File: config.mk
export PLATFORM = sky130hd
export DESIGN_NAME = ugps_store
export DESIGN_NICKNAME = d
export VERILOG_FILES = /design/src/ugps_pkg.sv /design/src/ugps_store.sv
export SDC_FILE = /design/constraint.sdc
export NUM_CORES = 2
export LEC_CHECK = 0
export BUFFER_PORTS_ARGS = -buffer_cell sky130_fd_sc_hd__buf_4
export CORE_MARGIN = 1.5
export CORE_UTILIZATION = 45
export DETAILED_ROUTE_END_ITERATION = 8
export REMOVE_ABC_BUFFERS = 1
export SKIP_LAST_GASP = 1
export SLEW_MARGIN = 20
export SYNTH_ARGS = -nofsm -noshare
export SYNTH_HDL_FRONTEND = slang
export SYNTH_SLANG_ARGS = --single-unit
File: constraint.sdc
create_clock -name core_clk -period 4.8 [get_ports core_clk]
set_clock_uncertainty 0.1 [all_clocks]
set_input_delay 0.96 -clock core_clk [delete_from_list [all_inputs] [get_ports core_clk]]
set_output_delay 0.96 -clock core_clk [all_outputs]
set_load 0.01 [all_outputs]
File: src/ugps_pkg.sv
package ugps_pkg;

  // ***************************************************************
  // Sizes
  // ***************************************************************
  localparam int DOT_W = 5;
  localparam int CODE_W = 8;
  localparam int GLYPH_ADDR_W = 6;
  localparam int GLYPH_DEPTH = 64;
  localparam int TEXT_ADDR_W = 7;
  localparam int TEXT_DEPTH = 128;
  localparam int ROW_W = 4;

  // ***************************************************************
  // Glyph addressing
  // ***************************************************************
  localparam logic [ROW_W-1:0] CURSOR_ROW_SHORT = 4'h7;
  localparam logic [ROW_W-1:0] CURSOR_ROW_TALL = 4'hA;
  localparam logic [3:0] USER_CODE_HI = 4'h0;
  localparam logic [DOT_W-1:0] CURSOR_DOTS = 5'h1F;
  localparam logic [DOT_W-1:0] DARK_DOTS = 5'h00;
  localparam logic [TEXT_ADDR_W-1:0] PTR_RESET = 7'h00;
  localparam logic [TEXT_ADDR_W-1:0] PTR_STEP = 7'h01;
  localparam logic [TEXT_ADDR_W-1:0] GLYPH_PTR_MASK = 7'h3F;

  typedef enum logic {TGT_GLYPH, TGT_TEXT} ugps_target_e;

  typedef struct packed {
    logic addrLoad;
    logic [TEXT_ADDR_W-1:0] addrVal;
    ugps_target_e target;
    logic write;
    logic read;
    logic [CODE_W-1:0] data;
  } ugps_host_s;

  typedef struct packed {
    logic req;
    logic [TEXT_ADDR_W-1:0] textAddr;
    logic [ROW_W-1:0] rowSel;
    logic cursorOn;
  } ugps_fetch_s;

  typedef struct packed {
    logic valid;
    logic userGlyph;
    logic [DOT_W-1:0] dots;
  } ugps_row_s;

endpackage

File: src/ugps_store.sv
`timescale 1ns/10ps
`default_nettype none

module ugps_store #(
  parameter int TEXT_DEPTH = ugps_pkg::TEXT_DEPTH,
  parameter int GLYPH_DEPTH = ugps_pkg::GLYPH_DEPTH
) (
  input wire logic core_clk,
  input wire logic rst_n,
  input wire ugps_pkg::ugps_host_s hostCmd,
  input wire logic entryUp,
  input wire logic fontTall,
  input wire ugps_pkg::ugps_fetch_s fetchIn,
  output ugps_pkg::ugps_row_s rowOut,
  output logic [ugps_pkg::CODE_W-1:0] hostRdData,
  output logic hostRdValid,
  output logic [ugps_pkg::TEXT_ADDR_W-1:0] ramAddressPointer
);

  // ***************************************************************
  // Parameter checks
  // ***************************************************************
  if (TEXT_DEPTH != (1 << ugps_pkg::TEXT_ADDR_W)) begin : g_badText
    $error("text depth must match the pointer width");
  end
  if (GLYPH_DEPTH != (1 << ugps_pkg::GLYPH_ADDR_W)) begin : g_badGlyph
    $error("glyph depth must match the glyph address width");
  end

  // ***************************************************************
  // Memories
  // ***************************************************************
  logic [ugps_pkg::CODE_W-1:0] displayTextRam [TEXT_DEPTH];
  logic [ugps_pkg::DOT_W-1:0] userGlyphRam [GLYPH_DEPTH];

  logic ptrOnlyLoad;
  logic glyphWr;
  logic textWr;
  logic anyAccess;
  logic [ugps_pkg::GLYPH_ADDR_W-1:0] glyphPtr;

  assign ptrOnlyLoad = hostCmd.addrLoad;
  assign glyphWr = !ptrOnlyLoad && hostCmd.write && hostCmd.target == ugps_pkg::TGT_GLYPH;
  assign textWr = !ptrOnlyLoad && hostCmd.write && hostCmd.target == ugps_pkg::TGT_TEXT;
  assign anyAccess = !ptrOnlyLoad && (hostCmd.write || hostCmd.read);
  assign glyphPtr = ramAddressPointer[ugps_pkg::GLYPH_ADDR_W-1:0];

  // Glyph writes keep only the five dot bits and drop the upper data bits; text writes keep all eight
  always_ff @(posedge core_clk) begin
    if (glyphWr) begin
      userGlyphRam[glyphPtr] <= hostCmd.data[ugps_pkg::DOT_W-1:0];
    end
    if (textWr) begin
      displayTextRam[ramAddressPointer] <= hostCmd.data;
    end
  end

  // ***************************************************************
  // Address pointer and host read
  // ***************************************************************
  logic [ugps_pkg::TEXT_ADDR_W-1:0] ptr_nxt;
  logic [ugps_pkg::TEXT_ADDR_W-1:0] stepped;
  logic [ugps_pkg::CODE_W-1:0] rdData_nxt;
  logic rdValid_nxt;

  always_comb begin
    stepped = entryUp ? ramAddressPointer + ugps_pkg::PTR_STEP
                      : ramAddressPointer - ugps_pkg::PTR_STEP;
    if (hostCmd.target == ugps_pkg::TGT_GLYPH) begin
      stepped = stepped & ugps_pkg::GLYPH_PTR_MASK;
    end
    ptr_nxt = ramAddressPointer;
    rdData_nxt = hostRdData;
    rdValid_nxt = 1'b0;
    if (ptrOnlyLoad) begin
      ptr_nxt = hostCmd.addrVal;
    end else if (anyAccess) begin
      ptr_nxt = stepped;
    end
    if (anyAccess && !hostCmd.write && hostCmd.read) begin
      rdValid_nxt = 1'b1;
      if (hostCmd.target == ugps_pkg::TGT_GLYPH) begin
        rdData_nxt = {3'h0, userGlyphRam[glyphPtr]};
      end else begin
        rdData_nxt = displayTextRam[ramAddressPointer];
      end
    end
  end

  always_ff @(posedge core_clk or negedge rst_n) begin
    if (!rst_n) begin
      ramAddressPointer <= ugps_pkg::PTR_RESET;
      hostRdData <= 8'h00;
      hostRdValid <= 1'b0;
    end else begin
      ramAddressPointer <= ptr_nxt;
      hostRdData <= rdData_nxt;
      hostRdValid <= rdValid_nxt;
    end
  end

  // ***************************************************************
  // Glyph fetch for the scan
  // ***************************************************************
  logic [ugps_pkg::CODE_W-1:0] curCode;
  logic userSel;
  logic [ugps_pkg::GLYPH_ADDR_W-1:0] glyphAddr;
  logic [ugps_pkg::DOT_W-1:0] glyphWord;
  logic cursorRow;
  logic [ugps_pkg::DOT_W-1:0] litDots;
  ugps_pkg::ugps_row_s row_nxt;

  assign curCode = displayTextRam[fetchIn.textAddr];
  assign userSel = curCode[7:4] == ugps_pkg::USER_CODE_HI;

  // Code bit 3 never reaches the address, so xxxx1xxx aliases xxxx0xxx
  always_comb begin
    if (fontTall) begin
      glyphAddr = {curCode[2:1], fetchIn.rowSel};
      cursorRow = fetchIn.rowSel == ugps_pkg::CURSOR_ROW_TALL;
    end else begin
      glyphAddr = {curCode[2:0], fetchIn.rowSel[2:0]};
      cursorRow = fetchIn.rowSel[2:0] == ugps_pkg::CURSOR_ROW_SHORT[2:0];
    end
  end

  assign glyphWord = userGlyphRam[glyphAddr];

  // Bit 4 leaves as the leftmost dot; each dot ORs with the cursor
  for (genvar b = 0; b < ugps_pkg::DOT_W; b++) begin : g_dot
    assign litDots[b] = glyphWord[b] | (cursorRow & fetchIn.cursorOn);
  end

  always_comb begin
    row_nxt = rowOut;
    row_nxt.valid = fetchIn.req;
    if (fetchIn.req) begin
      row_nxt.userGlyph = userSel;
      row_nxt.dots = userSel ? litDots : ugps_pkg::DARK_DOTS;
    end
  end

  always_ff @(posedge core_clk or negedge rst_n) begin
    if (!rst_n) begin
      rowOut <= '0;
    end else begin
      rowOut <= row_nxt;
    end
  end

  // ***************************************************************
  // Checks
  // ***************************************************************
  logic lastWrValid_r;
  logic [ugps_pkg::GLYPH_ADDR_W-1:0] lastWrAddr_r;
  logic [ugps_pkg::DOT_W-1:0] lastWrData_r;

  always_ff @(posedge core_clk or negedge rst_n) begin
    if (!rst_n) begin
      lastWrValid_r <= 1'b0;
      lastWrAddr_r <= 6'h00;
      lastWrData_r <= 5'h00;
    end else begin
      lastWrValid_r <= glyphWr;
      lastWrAddr_r <= glyphPtr;
      lastWrData_r <= hostCmd.data[ugps_pkg::DOT_W-1:0];
    end
  end
endmodule

`default_nettype wire

==> run summary <==
Outcome = completed
Crit path max-delay family = compound AO/OA/AOI/OAI gates
Slew HR = 22.3%
Final Hold Vio Count = 0
Setup TNS = 0 ns
Worst VDD drop = 0.378 mV
Yosys top cell by area = edfxtp_1
Upper clock frequency limit = 243 MHz
Clk Latency, worst-skew pair = 0.79 ns
Global-route usage over all layers = 30.2%
Hold WC Path Type = input pin to flop
Least-Margin Pin Slew = 1.16 ns
Combinational share of power = 18.1%
Mapped cell area = 58900 um2
Clock sinks = 1367
Internal Pwr Total = 21.1 mW
# placed instances = 5356
CTS tree = built
Largest net degree at the start of global routing = 113
Critical Path Max Stage Delay = 0.73 ns
Arr. time, crit path = 4.69 ns
Synth top area share = 68.5%
RSZ-0062 raised after global routing = no
Part of the power in registers = 45.1%
Pre-CTS WS = 0.269 ns
1st-iter DRT viols = 6403
Seq cells post-synth = 1367
Pre-Repair DR Iteration Count = 8
Power share of the clock group = 36.8%
Final Util = 51.5%
Starting Density = 45.4%
Mapped Cells = 3642
WL final = 203000 um
Number of flops mapped to enable cells by yosys = 1344
Sequential fraction of the synthesis area = 69.5%
CP Class = flop to flop
Period minus WS final = 4.12 ns
Crit end category = flop
Wire length of the first global-routing pass = 286000 um
Area contributors post-synth = edfxtp_1, mux4_2, a22oi_1
Placed inst area = 62200 um2
Half-perimeter wire length after placement = 132000 um
Switching Fraction = 28.8%
P&R area growth vs syn = 13.4%
Worst setup SP type = flop
CTS Buffer Depth = 3
P per Cell Area = 443 nW/um2
Routed WL per cell = 36.1 um
Layout cell share with drive strength beyond 1 = 17.6%
Crit-path cells = nor3_2, buf_12, buf_12, a22o_1, a221oi_1, a31oi_1, nor3_1, o21ai_0, o41ai_1, a21oi_1, a21o_1
Hold WS = 0.288 ns
H-Tree Depth = 4
Mean Syn Cell Area = 16.2 um2
ANT nets after route = 0
GP Congestion = 0.992
Post-layout power = 29.6 mW
Post-synth ARST share = 1.68%
Clk pin slew, worst setup/hold paths = 0.06 ns
CP bufs+invs = 2
CP required = 5.37 ns
Vias in the first global route = 38500
Vias per cell = 7.08
CP dominant cell by count = buf_12
Initial antenna violation count = 9
Maximum capacitance violations = 0
PortBufs = 58
Setup violations, final = 0
Chip width = 365 um
Footprint of the multi-input gates = 16600 um2
CP max stage cell = dfrtp_1
Synth Warn # = 0
Fin. max-slew vios = 0
Fin area = 66700 um2
Root Buffer = clkbuf_16
DRC Markers = 0
Top FF cell, synth = edfxtp_1
Non-filler instance count after layout = 5623
Via Count = 39800
Fillers = 10500
Psw = 8.51 mW
Fin crit share = 85.9%
Crit path max fanout = 54
Total gr overflow = 0
NumNets Final = 3804
Cell leakage power = 20.5 nW
Post-synth cell types = 76
FP Rows = 132
Num CTS Buffers = 145
Core box area = 130000 um2
Sequential standard cell area = 40900 um2
Final WS setup = 0.678 ns
Height of the die = 365 um
Top Ports = 59
Die area = 133000 um2
## worst register-to-register path, cell delays in order (launching register included)
cell and delay, ns:
dfrtp_1 0.73, nor3_2 0.17, buf_12 0.21, buf_12 0.23, a22o_1 0.23, a221oi_1 0.25, a31oi_1 0.22, nor3_1 0.63
o21ai_0 0.20, o41ai_1 0.63, a21oi_1 0.22, a21o_1 0.20
## layout by cell type, fill, tap and decap left out, types with 38 or more instances in the layout
master	synthesis	routed
nand4_1	124	124
a22oi_1	563	563
nor3_1	61	60
a22o_1	62	62
a221oi_1	75	75
nor2_1	279	278
clkbuf_1	152	38
a21oi_1	53	53
nor4_1	77	77
edfxtp_1	1344	1344
mux4_2	188	188
nand2_1	76	76
mux2i_1	49	49
clkbuf_16	0	147
buf_4	8	215
## synthesized netlist by cell type (4+ instances only)
master / number
a211oi_1: 21
a21o_1: 8
a21oi_1: 53
a221oi_1: 75
a22o_1: 62
a22oi_1: 563
a311oi_1: 4
a31oi_1: 31
a41o_1: 5
a41oi_1: 25
buf_1: 45
buf_12: 4
buf_2: 67
buf_4: 8
buf_6: 10
clkbuf_1: 152
dfrtp_1: 23
edfxtp_1: 1344
ha_1: 5
inv_1: 18
mux2_2: 6
mux2i_1: 49
mux4_1: 28
mux4_2: 188
nand2_1: 76
nand2b_1: 13
nand3_1: 21
nand4_1: 124
nor2_1: 279
nor2b_1: 8
nor3_1: 61
nor3b_1: 6
nor4_1: 77
o2111ai_1: 7
o211ai_1: 30
o21ai_0: 32
o221ai_1: 13
o22ai_1: 15
o31ai_1: 5
or3_1: 11
xnor2_1: 4
## path summary, 6_finish.rpt
path                                             startpoint                                to  slack (ns)  cells past startpoint
setup / recovery           ramAddressPointer[0]$_DFFE_PN0P_         hostRdData[4]$_DFFE_PN0P_        0.68                     11
hold / removal                                  hostCmd[11]  ramAddressPointer[0]$_DFFE_PN0P_        0.29                      3
setup reg to reg           ramAddressPointer[0]$_DFFE_PN0P_         hostRdData[4]$_DFFE_PN0P_        0.68                     11
hold reg to reg                   hostRdData[1]$_DFFE_PN0P_         hostRdData[1]$_DFFE_PN0P_        0.39                      2
max in group asynchronous                             rst_n  ramAddressPointer[3]$_DFFE_PN0P_        3.65                      2
min in group asynchronous                             rst_n  ramAddressPointer[5]$_DFFE_PN0P_        0.59                      2
## cell families (layout without fill, tap and decap cells)
logic type	after synthesis	after routing	synth area share [%]
compound gates	984	984	12.6
xor+xnor	7	7	0.104
fa+ha+maj	6	6	0.140
buf+inv	309	546	2.42
flops	1367	1367	69.5
mux	271	271	9.39
other cells	0	2	0
simple gates	698	698	5.79
## layer usage
| metal | track usage (%) | wire, um |
|---|---|---|
| met4 | 13.9 | 10200 |
| met5 | 0 | 83 |
| met1 | 41.3 | 76300 |
| met3 | 6.67 | 24400 |
| met2 | 46.3 | 92000 |
## flip-flops by register name (all words and copies together) (netlist names)
name / flops
ramAddressPointer: 7
displayTextRam: 1024
userGlyphRam: 320
hostRdData: 8
hostRdValid: 1
rowOut: 7
## area by class of cell
type,instances,share of cell area (%)
clock inverter,78,1.04
antenna,2,0.00750
timing repair buffer,260,3.65
tap,1742,3.27
multi-input combinational,1966,24.8
clock buffer,186,5.75
sequential,1367,61.3
inverter,22,0.124
## power groups by stage
stage,registers (mW),logic (mW),clock network [mW]
2_1_floorplan,13.6,2.51,0
3_3_place_gp,13.6,5.15,0
3_5_place_dp,13.6,5.16,0
4_1_cts,13.3,5.17,10.9
5_1_grt,13.3,5.46,11.4
6_report,13.3,5.34,10.9
## what timing repair did
action / in CTS / in global routing
setup endpoints to repair: 0 / 0
endpoints found under the hold margin: 8 / 0
resized for setup: 0 / 0
hold buffers: 1 / 0
setup buffers: 0 / 0
No activity file was read; power rests on OpenSTA's default activity.
